**src/common/rpm_regs.svh**
```systemverilog
`ifndef RPM_REGS_SVH
`define RPM_REGS_SVH

// Register offsets on the port-register access path
`define RPM_ADDR_PORT_SEL 8'h4C
`define RPM_ADDR_MSG_A 8'h78
`define RPM_ADDR_MSG_B 8'h79
`define RPM_ADDR_ERR_FLAGS 8'h7A

// Reset values
`define RPM_RST_PORT_SEL 8'h00
`define RPM_RST_MSG_A 8'h00
`define RPM_RST_MSG_B 8'h01
`define RPM_RST_ERR_FLAGS 4'h0

// Port-select field: index of the port that register accesses reach
`define RPM_PORT_SEL_LSB 0
`define RPM_PORT_SEL_W 2

// Status field positions
`define RPM_BIT_LENGTH 3
`define RPM_BIT_CKSUM 2
`define RPM_BIT_MULTI 1
`define RPM_BIT_SINGLE 0
`define RPM_FLAGS_W 4

// Payload checksum: CRC-16, x16+x12+x5+1, bit-reversed, LSB first
`define RPM_CRC_INIT 16'hFFFF
`define RPM_CRC_POLY 16'h8408

// Data types below this carry no payload
`define RPM_LONG_DT_MIN 6'h10

`endif

```
**src/common/rpm_pkg.sv**
```systemverilog
package rpm_pkg;

	// Field order matches status bits 3..0
	typedef struct packed {
		logic lengthErr;
		logic payload_check_fail_flag;
		logic header_multibit_fault_flag;
		logic header_singlebit_fixed_flag;
	} rpm_err_t;

	typedef struct packed {
		logic read;
		logic write;
		logic [7:0] addr;
		logic [7:0] wdata;
	} rpm_reg_req_t;

	typedef struct packed {
		logic hdrValid;
		logic [23:0] hdr;
		logic [7:0] ecc;
		logic byteValid;
		logic [7:0] byteData;
		logic endValid;
		logic [15:0] crcRx;
	} rpm_pkt_t;

endpackage

```
**src/rtl/rpm_port_bank.sv**
```systemverilog
`timescale 1ns/1ns
`include "rpm_regs.svh"
// How it works
// RULE_01: Register accesses reach the copy of the port whose index the port-select register holds, set by the host first.
// RULE_02: The first message byte is a plain read/write byte that resets to zero.
// RULE_03: The second message byte is the same plain read/write byte but resets to one.
// RULE_04: Status bit 3 sets when a long packet's byte count differs from its header word count.
// RULE_05: Status bit 2 sets when the payload CRC computed differs from the one carried by the packet.
// RULE_06: Status bit 1 sets on a multi-bit header ECC error and that header is passed on uncorrected.
// RULE_07: Status bit 0 sets on a single-bit header ECC error and the header is corrected before use.
// RULE_08: Every error flag stays set once raised until software clears it.
// RULE_09: Reading the status register returns the flags and then clears all four.
// RULE_10: An error seen in the clearing cycle keeps its flag set, and bits 7:4 read as zero.
module rpm_port_bank #(
	parameter int NUM_PORTS = 2
) (
	input wire logic clock,
	input wire logic rst,
	input rpm_pkg::rpm_reg_req_t regReq,
	output logic [7:0] regRdata,
	output logic regRdValid,
	input rpm_pkg::rpm_pkt_t [NUM_PORTS-1:0] pktIn,
	output logic [NUM_PORTS-1:0][23:0] hdrOut,
	output logic [NUM_PORTS-1:0] hdrOutValid,
	output rpm_pkg::rpm_err_t [NUM_PORTS-1:0] errEvent
);

	function automatic logic [15:0] crcByte(input logic [15:0] crc, input logic [7:0] b);
		logic [15:0] c;
		c = crc;
		for (int i = 0; i < 8; i++) begin
			if (c[0] ^ b[i]) begin
				c = (c >> 1) ^ `RPM_CRC_POLY;
			end else begin
				c = c >> 1;
			end
		end
		return c;
	endfunction

	// Selector decode shared by the write and read paths
	function automatic logic portHit(input logic ok, input logic [`RPM_PORT_SEL_W-1:0] idx, input int p);
		return ok && (int'(idx) == p);
	endfunction

	// Short packets carry no payload, so their bytes are never counted
	function automatic logic isLongType(input logic [5:0] dt);
		return dt >= `RPM_LONG_DT_MIN;
	endfunction

	// Reserved upper bits always read as zero
	function automatic logic [7:0] flagsByte(input logic [`RPM_FLAGS_W-1:0] f);
		return {4'h0, f};
	endfunction

	// Packet checking, one copy per port
	rpm_pkg::rpm_err_t [NUM_PORTS-1:0] portEvent;

	for (genvar p = 0; p < NUM_PORTS; p++) begin : gPort
		logic [23:0] hdrFixed;
		logic singleFixed;
		logic multiFault;
		logic [15:0] count_reg;
		logic [15:0] count_next;
		logic [15:0] crc_reg;
		logic [15:0] crc_next;
		logic [15:0] wordCount_reg;
		logic [15:0] wordCount_next;
		logic inLong_reg;
		logic inLong_next;
		logic [23:0] hdrOut_reg;
		logic [23:0] hdrOut_next;
		logic hdrValid_reg;
		logic hdrValid_next;
		rpm_pkg::rpm_err_t event_reg;
		rpm_pkg::rpm_err_t event_next;

		rpm_hdr_ecc uEcc (
			.hdrIn(pktIn[p].hdr),
			.eccIn(pktIn[p].ecc),
			.hdrFixed(hdrFixed),
			.singleFixed(singleFixed),
			.multiFault(multiFault)
		);

		always_comb begin
			count_next = count_reg;
			crc_next = crc_reg;
			wordCount_next = wordCount_reg;
			inLong_next = inLong_reg;
			hdrOut_next = hdrOut_reg;
			hdrValid_next = 1'b0;
			event_next = '0;
			// A new header always restarts the payload checks
			if (pktIn[p].hdrValid) begin
				hdrOut_next = hdrFixed; // RULE_07
				hdrValid_next = 1'b1;
				event_next.header_singlebit_fixed_flag = singleFixed; // RULE_07
				event_next.header_multibit_fault_flag = multiFault; // RULE_06
				wordCount_next = hdrFixed[23:8];
				inLong_next = isLongType(hdrFixed[5:0]);
				count_next = 16'h0000;
				crc_next = `RPM_CRC_INIT;
			end else if (inLong_reg) begin
				if (pktIn[p].byteValid) begin
					count_next = count_reg + 16'h0001;
					crc_next = crcByte(crc_reg, pktIn[p].byteData);
				end
				if (pktIn[p].endValid) begin
					event_next.lengthErr = count_next != wordCount_reg; // RULE_04
					event_next.payload_check_fail_flag = crc_next != pktIn[p].crcRx; // RULE_05
					inLong_next = 1'b0;
				end
			end
		end

		always_ff @(posedge clock) begin
			if (rst) begin
				count_reg <= 16'h0000;
				crc_reg <= `RPM_CRC_INIT;
				wordCount_reg <= 16'h0000;
				inLong_reg <= 1'b0;
				hdrOut_reg <= 24'h00_0000;
				hdrValid_reg <= 1'b0;
				event_reg <= '0;
			end else begin
				count_reg <= count_next;
				crc_reg <= crc_next;
				wordCount_reg <= wordCount_next;
				inLong_reg <= inLong_next;
				hdrOut_reg <= hdrOut_next;
				hdrValid_reg <= hdrValid_next;
				event_reg <= event_next;
			end
		end

		assign portEvent[p] = event_reg;
		assign hdrOut[p] = hdrOut_reg;
		assign hdrOutValid[p] = hdrValid_reg;
	end

	assign errEvent = portEvent;

	// Register bank
	logic [7:0] portSel_reg;
	logic [7:0] portSel_next;
	logic [NUM_PORTS-1:0][7:0] msgA_reg;
	logic [NUM_PORTS-1:0][7:0] msgA_next;
	logic [NUM_PORTS-1:0][7:0] msgB_reg;
	logic [NUM_PORTS-1:0][7:0] msgB_next;
	logic [NUM_PORTS-1:0][`RPM_FLAGS_W-1:0] flags_reg;
	logic [NUM_PORTS-1:0][`RPM_FLAGS_W-1:0] flags_next;
	logic [7:0] rdata_reg;
	logic [7:0] rdata_next;
	logic rdValid_reg;
	logic rdValid_next;
	logic [`RPM_PORT_SEL_W-1:0] selIdx;
	logic selOk;

	always_comb begin
		selIdx = portSel_reg[`RPM_PORT_SEL_LSB +: `RPM_PORT_SEL_W];
		// An index beyond the last port reaches nothing and reads zero
		selOk = int'(selIdx) < NUM_PORTS; // RULE_01
		portSel_next = portSel_reg;
		msgA_next = msgA_reg;
		msgB_next = msgB_reg;
		rdata_next = rdata_reg;
		// Every read answers one cycle later, mapped or not
		rdValid_next = regReq.read;
		for (int p = 0; p < NUM_PORTS; p++) begin
			flags_next[p] = flags_reg[p] | portEvent[p]; // RULE_08
		end
		if (regReq.write) begin
			// Port select itself is shared by all ports
			if (regReq.addr == `RPM_ADDR_PORT_SEL) begin
				portSel_next = regReq.wdata;
			end
			for (int p = 0; p < NUM_PORTS; p++) begin
				if (portHit(selOk, selIdx, p)) begin // RULE_01
					if (regReq.addr == `RPM_ADDR_MSG_A) begin
						msgA_next[p] = regReq.wdata; // RULE_02
					end
					if (regReq.addr == `RPM_ADDR_MSG_B) begin
						msgB_next[p] = regReq.wdata; // RULE_03
					end
				end
			end
		end
		if (regReq.read) begin
			rdata_next = 8'h00;
			if (regReq.addr == `RPM_ADDR_PORT_SEL) begin
				rdata_next = portSel_reg;
			end
			for (int p = 0; p < NUM_PORTS; p++) begin
				if (portHit(selOk, selIdx, p)) begin // RULE_01
					case (regReq.addr)
						`RPM_ADDR_MSG_A: begin
							rdata_next = msgA_reg[p]; // RULE_02
						end
						`RPM_ADDR_MSG_B: begin
							rdata_next = msgB_reg[p]; // RULE_03
						end
						`RPM_ADDR_ERR_FLAGS: begin
							rdata_next = flagsByte(flags_reg[p]); // RULE_10
							// Clear, but a same-cycle event survives
							flags_next[p] = portEvent[p]; // RULE_09 RULE_10
						end
						default: begin
							rdata_next = 8'h00;
						end
					endcase
				end
			end
		end
	end

	always_ff @(posedge clock) begin
		if (rst) begin
			portSel_reg <= `RPM_RST_PORT_SEL;
			for (int p = 0; p < NUM_PORTS; p++) begin
				msgA_reg[p] <= `RPM_RST_MSG_A; // RULE_02
				msgB_reg[p] <= `RPM_RST_MSG_B; // RULE_03
				flags_reg[p] <= `RPM_RST_ERR_FLAGS;
			end
			rdata_reg <= 8'h00;
			rdValid_reg <= 1'b0;
		end else begin
			portSel_reg <= portSel_next;
			msgA_reg <= msgA_next;
			msgB_reg <= msgB_next;
			flags_reg <= flags_next;
			rdata_reg <= rdata_next;
			rdValid_reg <= rdValid_next;
		end
	end

	assign regRdata = rdata_reg;
	assign regRdValid = rdValid_reg;

endmodule

```
**src/rtl/rpm_hdr_ecc.sv**
```systemverilog
`timescale 1ns/1ns
module rpm_hdr_ecc (
	input wire logic [23:0] hdrIn,
	input wire logic [7:0] eccIn,
	output logic [23:0] hdrFixed,
	output logic singleFixed,
	output logic multiFault
);

	function automatic logic [5:0] eccColumn(input int i);
		case (i)
			0: eccColumn = 6'h07;
			1: eccColumn = 6'h0B;
			2: eccColumn = 6'h0D;
			3: eccColumn = 6'h0E;
			4: eccColumn = 6'h13;
			5: eccColumn = 6'h15;
			6: eccColumn = 6'h16;
			7: eccColumn = 6'h19;
			8: eccColumn = 6'h1A;
			9: eccColumn = 6'h1C;
			10: eccColumn = 6'h23;
			11: eccColumn = 6'h25;
			12: eccColumn = 6'h26;
			13: eccColumn = 6'h29;
			14: eccColumn = 6'h2A;
			15: eccColumn = 6'h2C;
			16: eccColumn = 6'h31;
			17: eccColumn = 6'h32;
			18: eccColumn = 6'h34;
			19: eccColumn = 6'h38;
			20: eccColumn = 6'h1F;
			21: eccColumn = 6'h2F;
			22: eccColumn = 6'h37;
			23: eccColumn = 6'h3B;
			default: eccColumn = 6'h00;
		endcase
	endfunction

	function automatic logic [5:0] computeEcc(input logic [23:0] d);
		logic [5:0] p;
		p = 6'h00;
		for (int i = 0; i < 24; i++) begin
			if (d[i]) begin
				p = p ^ eccColumn(i);
			end
		end
		return p;
	endfunction

	logic [5:0] syndrome;
	logic hit;
	logic parityOnly;

	always_comb begin
		syndrome = computeEcc(hdrIn) ^ eccIn[5:0];
		hdrFixed = hdrIn;
		hit = 1'b0;
		for (int i = 0; i < 24; i++) begin
			if (syndrome == eccColumn(i)) begin
				hdrFixed[i] = ~hdrIn[i];
				hit = 1'b1;
			end
		end
		// A lone flipped check bit leaves the header itself intact
		parityOnly = (syndrome != 6'h00) && ((syndrome & (syndrome - 6'h01)) == 6'h00);
		singleFixed = hit | parityOnly; // RULE_07
		multiFault = (syndrome != 6'h00) && !hit && !parityOnly; // RULE_06
		if (multiFault) begin
			hdrFixed = hdrIn; // RULE_06
		end
	end

endmodule

```
**config.mk**
```make
export PLATFORM = sky130hd
export DESIGN_NAME = rpm_port_bank
export DESIGN_NICKNAME = d
export VERILOG_FILES = /design/src/common/rpm_pkg.sv /design/src/rtl/rpm_port_bank.sv /design/src/rtl/rpm_hdr_ecc.sv
export VERILOG_INCLUDE_DIRS = /design/src /design/src/common
export SDC_FILE = /design/constraint.sdc
export NUM_CORES = 1
export LEC_CHECK = 0
export ABC_AREA = 1
export BUFFER_PORTS_ARGS = -buffer_cell sky130_fd_sc_hd__buf_4
export CAP_MARGIN = 25
export CORE_MARGIN = 3
export CORE_UTILIZATION = 45
export CTS_CLUSTER_SIZE = 24
export DETAILED_ROUTE_END_ITERATION = 7
export HOLD_SLACK_MARGIN = 0.08
export PLACE_DENSITY = 0.77
export SLEW_MARGIN = 25
export SYNTH_ARGS = -nofsm -noshare
export SYNTH_HDL_FRONTEND = slang
export SYNTH_SLANG_ARGS = --single-unit
```
**constraint.sdc**
```tcl
create_clock -name clock -period 2.6 [get_ports clock]
set_clock_uncertainty 0.1 [all_clocks]
set_input_delay 0.78 -clock clock [delete_from_list [all_inputs] [get_ports clock]]
set_output_delay 0.78 -clock clock [all_outputs]
set_load 0.02 [all_outputs]
```
# Word-level counts from Yosys, hierarchy flattened
# Cells that the tools add are included.
[op_classes] add_sub_neg=4 magnitude_cmp=3 n_eq_ne=57 muxes=280 bitwise=140 reduce_logical=28
[op_table] cell="$mux 16" n=70
[op_table] cell="$mux 6" n=92
[op_table] cell="$xor 6x6->6" n=48
[op_table] cell="$eq 6x6->1 const B" n=26
[op_table] cell="$mux 1" n=104
[op_table] cell="$eq 6x5->1 const B" n=14
[op_table] cell="$ne 16x16->1" n=4
[op_table] cell="$not 1->1" n=54
[op_table] cell="$mux 24" n=2
[op_table] cell="$not 2->3" n=16
[op_table] cell="$pmux 8 s3" n=2
[op_table] cell="$eq 6x4->1 const B" n=6
[op_table] cell="$add 16x1->16 const B" n=2
[op_table] cell="$eq 8x7->1 const B" n=4
[op_table] cell="$mux 8" n=4
[op_table] cell="$mux 4" n=4
[op_table] cell="$xor 1x1->1" n=16
[op_table] cell="$and 6x6->6" n=2
[op_table] cell="$eq 6x3->1 const B" n=2
[op_table] cell="$ge 6x5->1 const B" n=2
[op_table] cell="$logic_not 6->1" n=2
[op_table] cell="$reduce_and 3->1" n=4
[op_table] cell="$reduce_bool 6->1" n=2
[op_table] cell="$sub 6x1->6 const B" n=2
[op_table] cell="11 further kinds" n=28
[word_totals] regBits=213 inputBits=138 output_inout_bits=67 wordCells=541

# Depth between registers and ports, before layout
# Gate-level depths: netlist (run 1).
[depth] depth_word=79 depth_mapped=22 mapped_depth_nobuf=21

# Cells and area by module
# A second synthesis (run 1) with hierarchy kept.
[hier_totals] hier_cells=2418 hier_area_um2=13935.9
[modules_own_cells] module="rpm_port_bank" instances=1 cells_per_inst=1512 area_each_um2=9724.3 seq_area_each_um2=3623.5
[modules_own_cells] module="rpm_hdr_ecc" instances=2 cells_per_inst=453 area_each_um2=2105.8 seq_area_each_um2=0.0

# Least setup slack after synthesis (run 1)
# OpenSTA, ideal clock, no wires.
[synth_timing] path_kind="input to register" startpoint="input port pktIn[25] in the netlist's numbering" endpoint="register gPort[0].event_reg (netlist bit errEvent[3])" setup_time_ns=0.109 t_arrival_ns=2.348 required_ns=2.391 path_slack_ns=0.043 cell_stages=15 n_path_buf=1 cell_sequence="buf_4 nand2_2 nor2_1 nand3_1 nor2_1 nand3_1 nor2_1 nand3_1 xor2_1 xor2_1 nand3_1 nor2_1 nand3_1 nand2_1 inv_1"
[synth_via] elab_chain_len=4
[synth_lines] element="start: declaration" line="rpm_port_bank.sv:22" rtl="input rpm_pkg::rpm_pkt_t [NUM_PORTS-1:0] pktIn,"
[synth_lines] element="$mux 16" line="rpm_port_bank.sv:105" rtl="if (pktIn[p].byteValid) begin"
[synth_lines] element="$mux 16" line="rpm_port_bank.sv:104" rtl="end else if (inLong_reg) begin"
[synth_lines] element="$mux 16" line="rpm_port_bank.sv:95" rtl="if (pktIn[p].hdrValid) begin"
[synth_lines] element="$ne 16x16->1" line="rpm_port_bank.sv:110" rtl="event_next.lengthErr = count_next != wordCount_reg;"
[synth_lines] element="end signal: assignment" line="rpm_port_bank.sv:133" rtl="event_reg <= event_next;"
[synth_lines] element="end: declaration" line="rpm_port_bank.sv:75" rtl="rpm_pkg::rpm_err_t event_reg;"
# No other way between the ends. The select of a mux whose other input is x is not followed.
# A chain may end at the register's enable or synchronous reset.

# Worst setup path after layout (run 1)
[layout_timing] startpoint="input port pktIn[56] in the netlist's numbering" endpoint="register gPort[0].inLong_reg"
[layout_via] elab_chain_len=35 elab_cells_between_ends=70 classes_between="1 x add/sub; 1 x order compare; 24 x eq/ne; 34 x mux; 3 x bitwise; 7 x reduce/logical"
[layout_lines] element="$mux 6 (*)" line="rpm_hdr_ecc.sv:44" rtl="if (d[i]) begin"
[layout_lines] element="$xor 6x6->6" line="rpm_hdr_ecc.sv:45" rtl="p = p ^ eccColumn(i);"
[layout_lines] element="$mux 6 (*)" line="rpm_hdr_ecc.sv:44"
[layout_lines] element="$xor 6x6->6 (*)" line="rpm_hdr_ecc.sv:56" rtl="syndrome = computeEcc(hdrIn) ^ eccIn[5:0];"
[layout_lines] element="$eq 6x3->1" line="rpm_hdr_ecc.sv:60" rtl="if (syndrome == eccColumn(i)) begin"
[layout_lines] element="$mux 1 (24 in series)" line="rpm_hdr_ecc.sv:60"
[layout_lines] element="$logic_not 1->1" line="rpm_hdr_ecc.sv:68" rtl="multiFault = (syndrome != 6'h00) && !hit && !parityOnly;"
[layout_lines] element="$logic_and 1x1->1 (2 in series)" line="rpm_hdr_ecc.sv:68"
[layout_lines] element="$mux 24 (*)" line="rpm_hdr_ecc.sv:69" rtl="if (multiFault) begin"
[layout_lines] element="$ge 6x5->1 (no source line) (*)"
[layout_lines] element="$mux 1 (*)" line="rpm_port_bank.sv:95"
[layout_lines] element="end signal: assignment" line="rpm_port_bank.sv:130" rtl="inLong_reg <= inLong_next;"
[layout_lines] element="end: declaration" line="rpm_port_bank.sv:69" rtl="logic inLong_reg;"
# Mark *: on every way between the ends. The rest lies on a longest branch, timed or not.

==> run_results.csv, run 1 <==
group,metric,value,unit
sta,min_period_over_period,94.2,%
outcome,status,"finished clean",
sta,hold_viol,0,
sta,worst_slew_pin_slew,439,ps
critical_path,cp.depth,17,
detailed_routing,first_iter_violations,1102,
floorplanning,core,26200,um2
sta,slew_violations,0,
yosys,synthFlopType,"dfxtp_1",
critical_path,cpMostUsedCell,"nand2_1",
yosys,syn_avg_cell_area,6.27,um2
global_routing,grt_pass1_vias,12500,
layout,nFillCells,2428,
critical_path,cpLargestDelayFamily,"simple AND/OR/NAND/NOR gates",
layout,fin_nets,2420,
yosys,synth_seq_cells,181,
detailed_routing,vias,13700,
hold_path,worstHoldPathCells,2,
detailed_routing,wl_met2,18100,um
global_routing,antenna_found_initial,2,
global_routing,overflow,0,
clock_network,hold_buffers,0,
clock_network,cts_sinks,181,
yosys,synth_nets,2067,
detailed_routing,dr.pass1.iters,5,
layout,post-route-util,61.2,%
sta,clock.fmax,408,MHz
critical_path,crit_path_cell_trace,"buf_4 -> buf_4 -> nand2_1 -> nand2_1 -> nand2_1 -> nand2_1 -> nand2_1 -> nand2_1 -> nand2_1 -> inv_1 -> nor2_2 -> nand2_2 -> nor2_1 -> nand2_1 -> o21ai_1 -> buf_4 -> o311ai_0",
clock_network,clock-root-buffer,"clkbuf_16",
critical_path,cp_slowest_cell,"o21ai_1",
detailed_routing,via_per_inst,5.21,
yosys,yosysWarnings,0,
detailed_routing,top_layer_used,"met5",
critical_path,r2r_cells,15,
pwr,p_leak,7.99,nW
placement,hpwlAfterDp,30100,um
detailed_routing,wl_met3,2210,um
floorplanning,rows,59,
sta,setup_violations,0,
pwr,p_per_area,535,nW/um2
critical_path,max_stage_delay,250,ps
detailed_routing,wl,37900,um
floorplanning,die_h,170,um
hold_path,hold_class,"register to register",
placement,port_buffers,200,
layout,area_growth,32.7,%
yosys,synth_area,12100,um2
yosys,synth_cell_types,47,
critical_path,cp.buffers_inverters,4,
clock_network,ctsLongestPathBuffers,2,
clock_network,htreeDepth,4,
detailed_routing,ant_nets,0,
floorplanning,dieArea,28900,um2
floorplanning,pin_count,205,
placement,place_congestion,0.925,
clock_network,cts_tree,"built",
clock_network,cts_buffers,17,
global_routing,track_usage,25.3,%
yosys,async_flop_share,0,%
yosys,synth_edf_count,0,
critical_path,worstPathMaxFanout,6,
clock_network,clk_latency,430,ps
yosys,ys_seq_area_share,30.0,%
detailed_routing,routedWlPerCell,14.4,um
sta,finalSetupTns,0,ps
global_routing,grt_start_max_net_pins,42,
critical_path,cp-start-kind,"input pin",
pwr,vdd_ir_drop_max,429,uV
clock_network,path_clk_slew,70,ps
detailed_routing,wl_met1,16600,um
critical_path,crit_type,"input pin to register",
global_routing,grt_pass1_wl,60400,um
floorplanning,die_x,170,um
sta,slew_headroom,70.7,%
detailed_routing,drc_errors,0,
flow_run,cap_violations,0,
layout,layout_common_cells,"nand2_1, buf_4, inv_1",
floorplanning,start_util,46.1,%
yosys,syn_inst,1927,
critical_path,cp.required,2780,ps
layout,layout-drive-gt1-share,23.5,%
layout,layout_commonest_cell,"nand2_1",
critical_path,crit_path_end_kind,"register",
critical_path,cp.arrival,2630,ps
sta,period_minus_slack,2450,ps
## where the power goes
| part | internal [mW] | leakage [nW] | switching (mW) | total (mW) |
|---|---|---|---|---|
| sequential | 2.93 | 1.48 | 0.136 | 3.06 |
| combinational | 1.23 | 6.23 | 1.72 | 2.95 |
| clock | 1.32 | 0.288 | 1.25 | 2.57 |
| total | 5.47 | 7.99 | 3.11 | 8.58 |
## worst reg2reg max path, delay by kind of cell (launching register included)
family / cells / cell delay (ps)
xor+xnor: 2 / 370
fa+ha+maj: 1 / 170
buf+inv: 1 / 30
flops: 1 / 370
simple gates: 11 / 1270
## what timing repair did
action | 4_1_cts | 5_1_grt
hold endpoints to repair | 0 | 0
setup buffers | 0 | 3
endpoints found under the setup margin | 0 | 16
resized for setup | 0 | 59
## worst paths after layout
kind                                           start                              to  slack, ps
setup / recovery                           pktIn[56]  gPort[0].inLong_reg$_SDFF_PP0_        150
hold / removal              msgA_reg[3]$_SDFFE_PP0P_        msgA_reg[3]$_SDFFE_PP0P_        350
setup reg to reg  gPort[0].count_reg[0]$_SDFFE_PP0P_          errEvent[3]$_SDFF_PP0_        200
hold reg to reg             msgA_reg[3]$_SDFFE_PP0P_        msgA_reg[3]$_SDFFE_PP0P_        350
## cells by family after synthesis
| kind of cell | after synthesis | share of synthesized area [%] |
|---|---|---|
| XOR/XNOR | 162 | 11.7 |
| AO/OA/AOI/OAI | 367 | 16.7 |
| flip-flops | 181 | 30.0 |
| adder cells (fa/ha/maj) | 2 | 0.207 |
| AND/OR/NAND/NOR | 921 | 31.7 |
| buffers and inverters | 294 | 9.63 |
## routing by layer
metal / vias to the layer above / GRT usage, %
li1: 6913 / -
met3: 73 / 3.55
met2: 449 / 43.4
met4: 2 / 7.97
met5: - / 0
met1: 6266 / 33.1
## metrics by stage
step           area (um2)  instances  total power [mW]  worst slack, ps  hold WS, ps
2_1_floorplan       12100       1927              4.76             42.8          324
3_3_place_gp        15200       2593              5.85             -318          333
3_5_place_dp        15200       2593              5.92             -369          343
4_1_cts             15800       2625              8.49             79.6          354
5_1_grt             16000       2629              9.08            -16.7          372
6_report            16000       2629              8.58              150          353
## layout make-up
type / count / area (um2) / share of cell area, %
inverters: 228 / 856 / 5.34
clock buffers: 18 / 439 / 2.74
diodes: 1 / 2.50 / 0.0156
flip-flops and latches: 181 / 3620 / 22.6
clock inverters: 14 / 149 / 0.928
multi-input cells: 1452 / 7510 / 46.8
repair buffers: 400 / 3040 / 19.0
well taps: 335 / 419 / 2.61
## synthesized netlist by cell type, types with 2 or more instances
cell type / n / area share [%]
a211oi_1: 8 / 0.50
a21o_1: 2 / 0.12
a21oi_1: 127 / 5.3
a221oi_1: 4 / 0.29
a31oi_1: 2 / 0.10
a32o_1: 4 / 0.33
buf_1: 3 / 0.093
buf_2: 5 / 0.21
buf_4: 10 / 0.62
buf_6: 2 / 0.19
clkbuf_1: 45 / 1.4
clkinv_1: 4 / 0.12
dfxtp_1: 181 / 30
ha_1: 2 / 0.21
inv_1: 208 / 6.5
inv_2: 16 / 0.50
nand2_1: 585 / 18
nand2_2: 17 / 0.88
nand3_1: 108 / 4.5
nand3b_1: 10 / 0.62
nand4_1: 22 / 1.1
nor2_1: 141 / 4.4
nor2_2: 9 / 0.47
nor2_4: 4 / 0.37
nor3_1: 11 / 0.46
nor4_1: 2 / 0.10
o2111ai_1: 2 / 0.14
o211ai_1: 17 / 1.1
o21ai_0: 164 / 6.8
o221ai_1: 3 / 0.22
o22ai_1: 24 / 1.2
o31ai_1: 3 / 0.19
or2_2: 8 / 0.41
xnor2_1: 54 / 3.9
xor2_1: 108 / 7.8
(Power assumes the default switching activity.)
==> run 2, diff against run 1 <==
==> constraint.sdc (replaced) <==
create_clock -name clock -period 2.6 [get_ports clock]
set_clock_uncertainty 0.1 [all_clocks]
set_input_delay 0.52 -clock clock [delete_from_list [all_inputs] [get_ports clock]]
set_output_delay 0.52 -clock clock [all_outputs]
set_load 0.02 [all_outputs]
==> run_results.csv, run 2 (synthesized netlist as in run 1, its figures left out) <==
group,metric,value,unit
layout,layout-drive-gt1-share,17.6,%
layout,layout_common_cells,"nand2_1, buf_4, inv_1",
clock_network,htreeDepth,4,
sta,period_minus_slack,2480,ps
critical_path,crit_path_cell_trace,"ha_1 -> nand2_2 -> nor2_1 -> nand3_2 -> nor2_2 -> nand3_1 -> nor2_2 -> nand3_1 -> xor2_2 -> xor2_1 -> nand3_1 -> nor2_1 -> nand3_1 -> nand2_1 -> inv_1",
detailed_routing,dr.pass1.iters,8,
layout,nFillCells,2462,
clock_network,clk_latency,440,ps
critical_path,worstPathMaxFanout,4,
flow_run,cap_violations,0,
critical_path,cpMostUsedCell,"nand3_1",
detailed_routing,ant_nets,0,
critical_path,max_stage_delay,390,ps
detailed_routing,routedWlPerCell,14.7,um
layout,antenna_cells,0,
pwr,p_leak,7.43,nW
placement,dp.cells,2483,
outcome,status,"finished clean",
sta,slew_violations,0,
layout,instances_no_fill,2515,
placement,hpwlAfterDp,29100,um
detailed_routing,wl,36900,um
pwr,clkPwrFrac,32.4,%
critical_path,cp_slowest_cell,"dfxtp_1",
detailed_routing,first_iter_violations,972,
global_routing,grt_start_max_net_pins,42,
sta,finalSetupTns,0,ps
pwr,power.internal,5.34,mW
layout,fin_nets,2307,
sta,worst_slew_pin_slew,618,ps
pwr,pwr-share-seq,36.5,%
critical_path,crit_type,"register to register",
global_routing,grt_pass1_wl,59000,um
sta,hold_viol,0,
placement,place_congestion,0.949,
floorplanning,rows,59,
layout,layout_commonest_cell,"nand2_1",
clock_network,cts_buffers,17,
global_routing,track_usage,24.9,%
clock_network,hold_buffers,0,
detailed_routing,via_per_inst,5.20,
pwr,switching_share,36.3,%
critical_path,cp-start-kind,"register",
pwr,p_switching,3.04,mW
floorplanning,core,26200,um2
critical_path,crit_path_end_kind,"register",
placement,port_buffers,200,
sta,clock.fmax,403,MHz
pwr,vdd_ir_drop_max,460,uV
pwr,combPwrFrac,31.1,%
global_routing,grt_pass1_vias,12400,
hold_path,hold_class,"input pin to register",
sta,min_period_over_period,95.3,%
sta,slew_headroom,58.7,%
floorplanning,die_x,170,um
sta,setup_violations,0,
clock_network,clock-root-buffer,"clkbuf_16",
layout,multi_input_area,7340,um2
sta,grt_setup_unrepaired,"false",
floorplanning,die_h,170,um
layout,seq_area,3620,um2
floorplanning,start_util,46.1,%
clock_network,path_clk_slew,80,ps
clock_network,cts_sinks,181,
floorplanning,pin_count,205,
layout,area_growth,24.5,%
pwr,p_per_area,557,nW/um2
global_routing,antenna_found_initial,0,
detailed_routing,drc_errors,0,
critical_path,cp.required,2830,ps
clock_network,cts_tree,"built",
clock_network,ctsLongestPathBuffers,2,
floorplanning,dieArea,28900,um2
critical_path,cp.arrival,2710,ps
detailed_routing,vias,13100,
global_routing,overflow,0,
-- run 2: changes by cell type in the layout (fill, tap and decap cells not counted), moves of 4 or more --
cell,previous run,this run
buf_4,396,285
nand2_1,567,585
nand2_2,32,17
nor2_1,128,137
nand3_1,100,107
nand3_2,8,1
nor2_2,18,13
nor2_4,8,4
-- run 2: cell type report --
| type | count | share of cell area (%) |
|---|---|---|
| Multi-Input combinational cell | 1452 | 48.8 |
| Sequential cell | 181 | 24.1 |
| Timing Repair Buffer | 287 | 14.5 |
| Inverter | 228 | 5.69 |
| Clock buffer | 17 | 2.83 |
| Tap cell | 335 | 2.79 |
| Clock inverter | 15 | 1.36 |
-- run 2: power groups by stage --
stage          Clock (mW)  Sequential, mW  Combinational (mW)
2_1_floorplan           0            3.18                1.58
3_3_place_gp            0            3.12                2.52
3_5_place_dp            0            3.12                2.57
4_1_cts              2.76            3.06                2.58
5_1_grt              2.88            3.08                2.89
6_report             2.71            3.06                2.60
-- run 2: critical path: cells and delay by family (launching register included) --
family | cells | cell delay (ps)
XOR/XNOR | 2 | 360
adder cells (fa/ha/maj) | 1 | 190
buffers and inverters | 1 | 30
flip-flops | 1 | 390
AND/OR/NAND/NOR | 11 | 1310
-- run 2: timing repair --
item	in CTS	in global routing
setup endpoints to repair	0	3
gates resized for setup	0	7
setup buffers	0	0
-- run 2: worst paths after layout --
path	from	end	slack, ps	depth (start not counted)
worst max register to register	gPort[0].count_reg[0]$_SDFFE_PP0P_	errEvent[3]$_SDFF_PP0_	120	15
worst min-delay path	pktIn[75]	gPort[1].inLong_reg$_SDFF_PP0_	220	2
worst min register to register	msgA_reg[3]$_SDFFE_PP0P_	msgA_reg[3]$_SDFFE_PP0P_	350	2
worst max-delay path	gPort[0].count_reg[0]$_SDFFE_PP0P_	errEvent[3]$_SDFF_PP0_	120	15
-- run 2: per-layer routing --
layer	up-vias	track usage (%)	routed length, um
li1	6652	-	-
met1	5914	32.6	16600
met2	418	41.4	17000
met3	88	3.41	2000
met4	0	10.2	1250
met5	-	0	0
-- run 2: stage by stage --
| stage | hold WS (ps) | total power [mW] | worst slack (ps) | utilization (%) | instance area [um2] |
|---|---|---|---|---|---|
| 2_1_floorplan | 324 | 4.76 | 303 | - | 12100 |
| 3_3_place_gp | 334 | 5.64 | -107 | 54.9 | 14400 |
| 3_5_place_dp | 338 | 5.69 | -163 | 54.9 | 14400 |
| 4_1_cts | 201 | 8.40 | 33.4 | 57.3 | 15000 |
| 5_1_grt | 207 | 8.85 | 6.63 | 57.4 | 15000 |
| 6_report | 216 | 8.38 | 121 | 57.4 | 15000 |
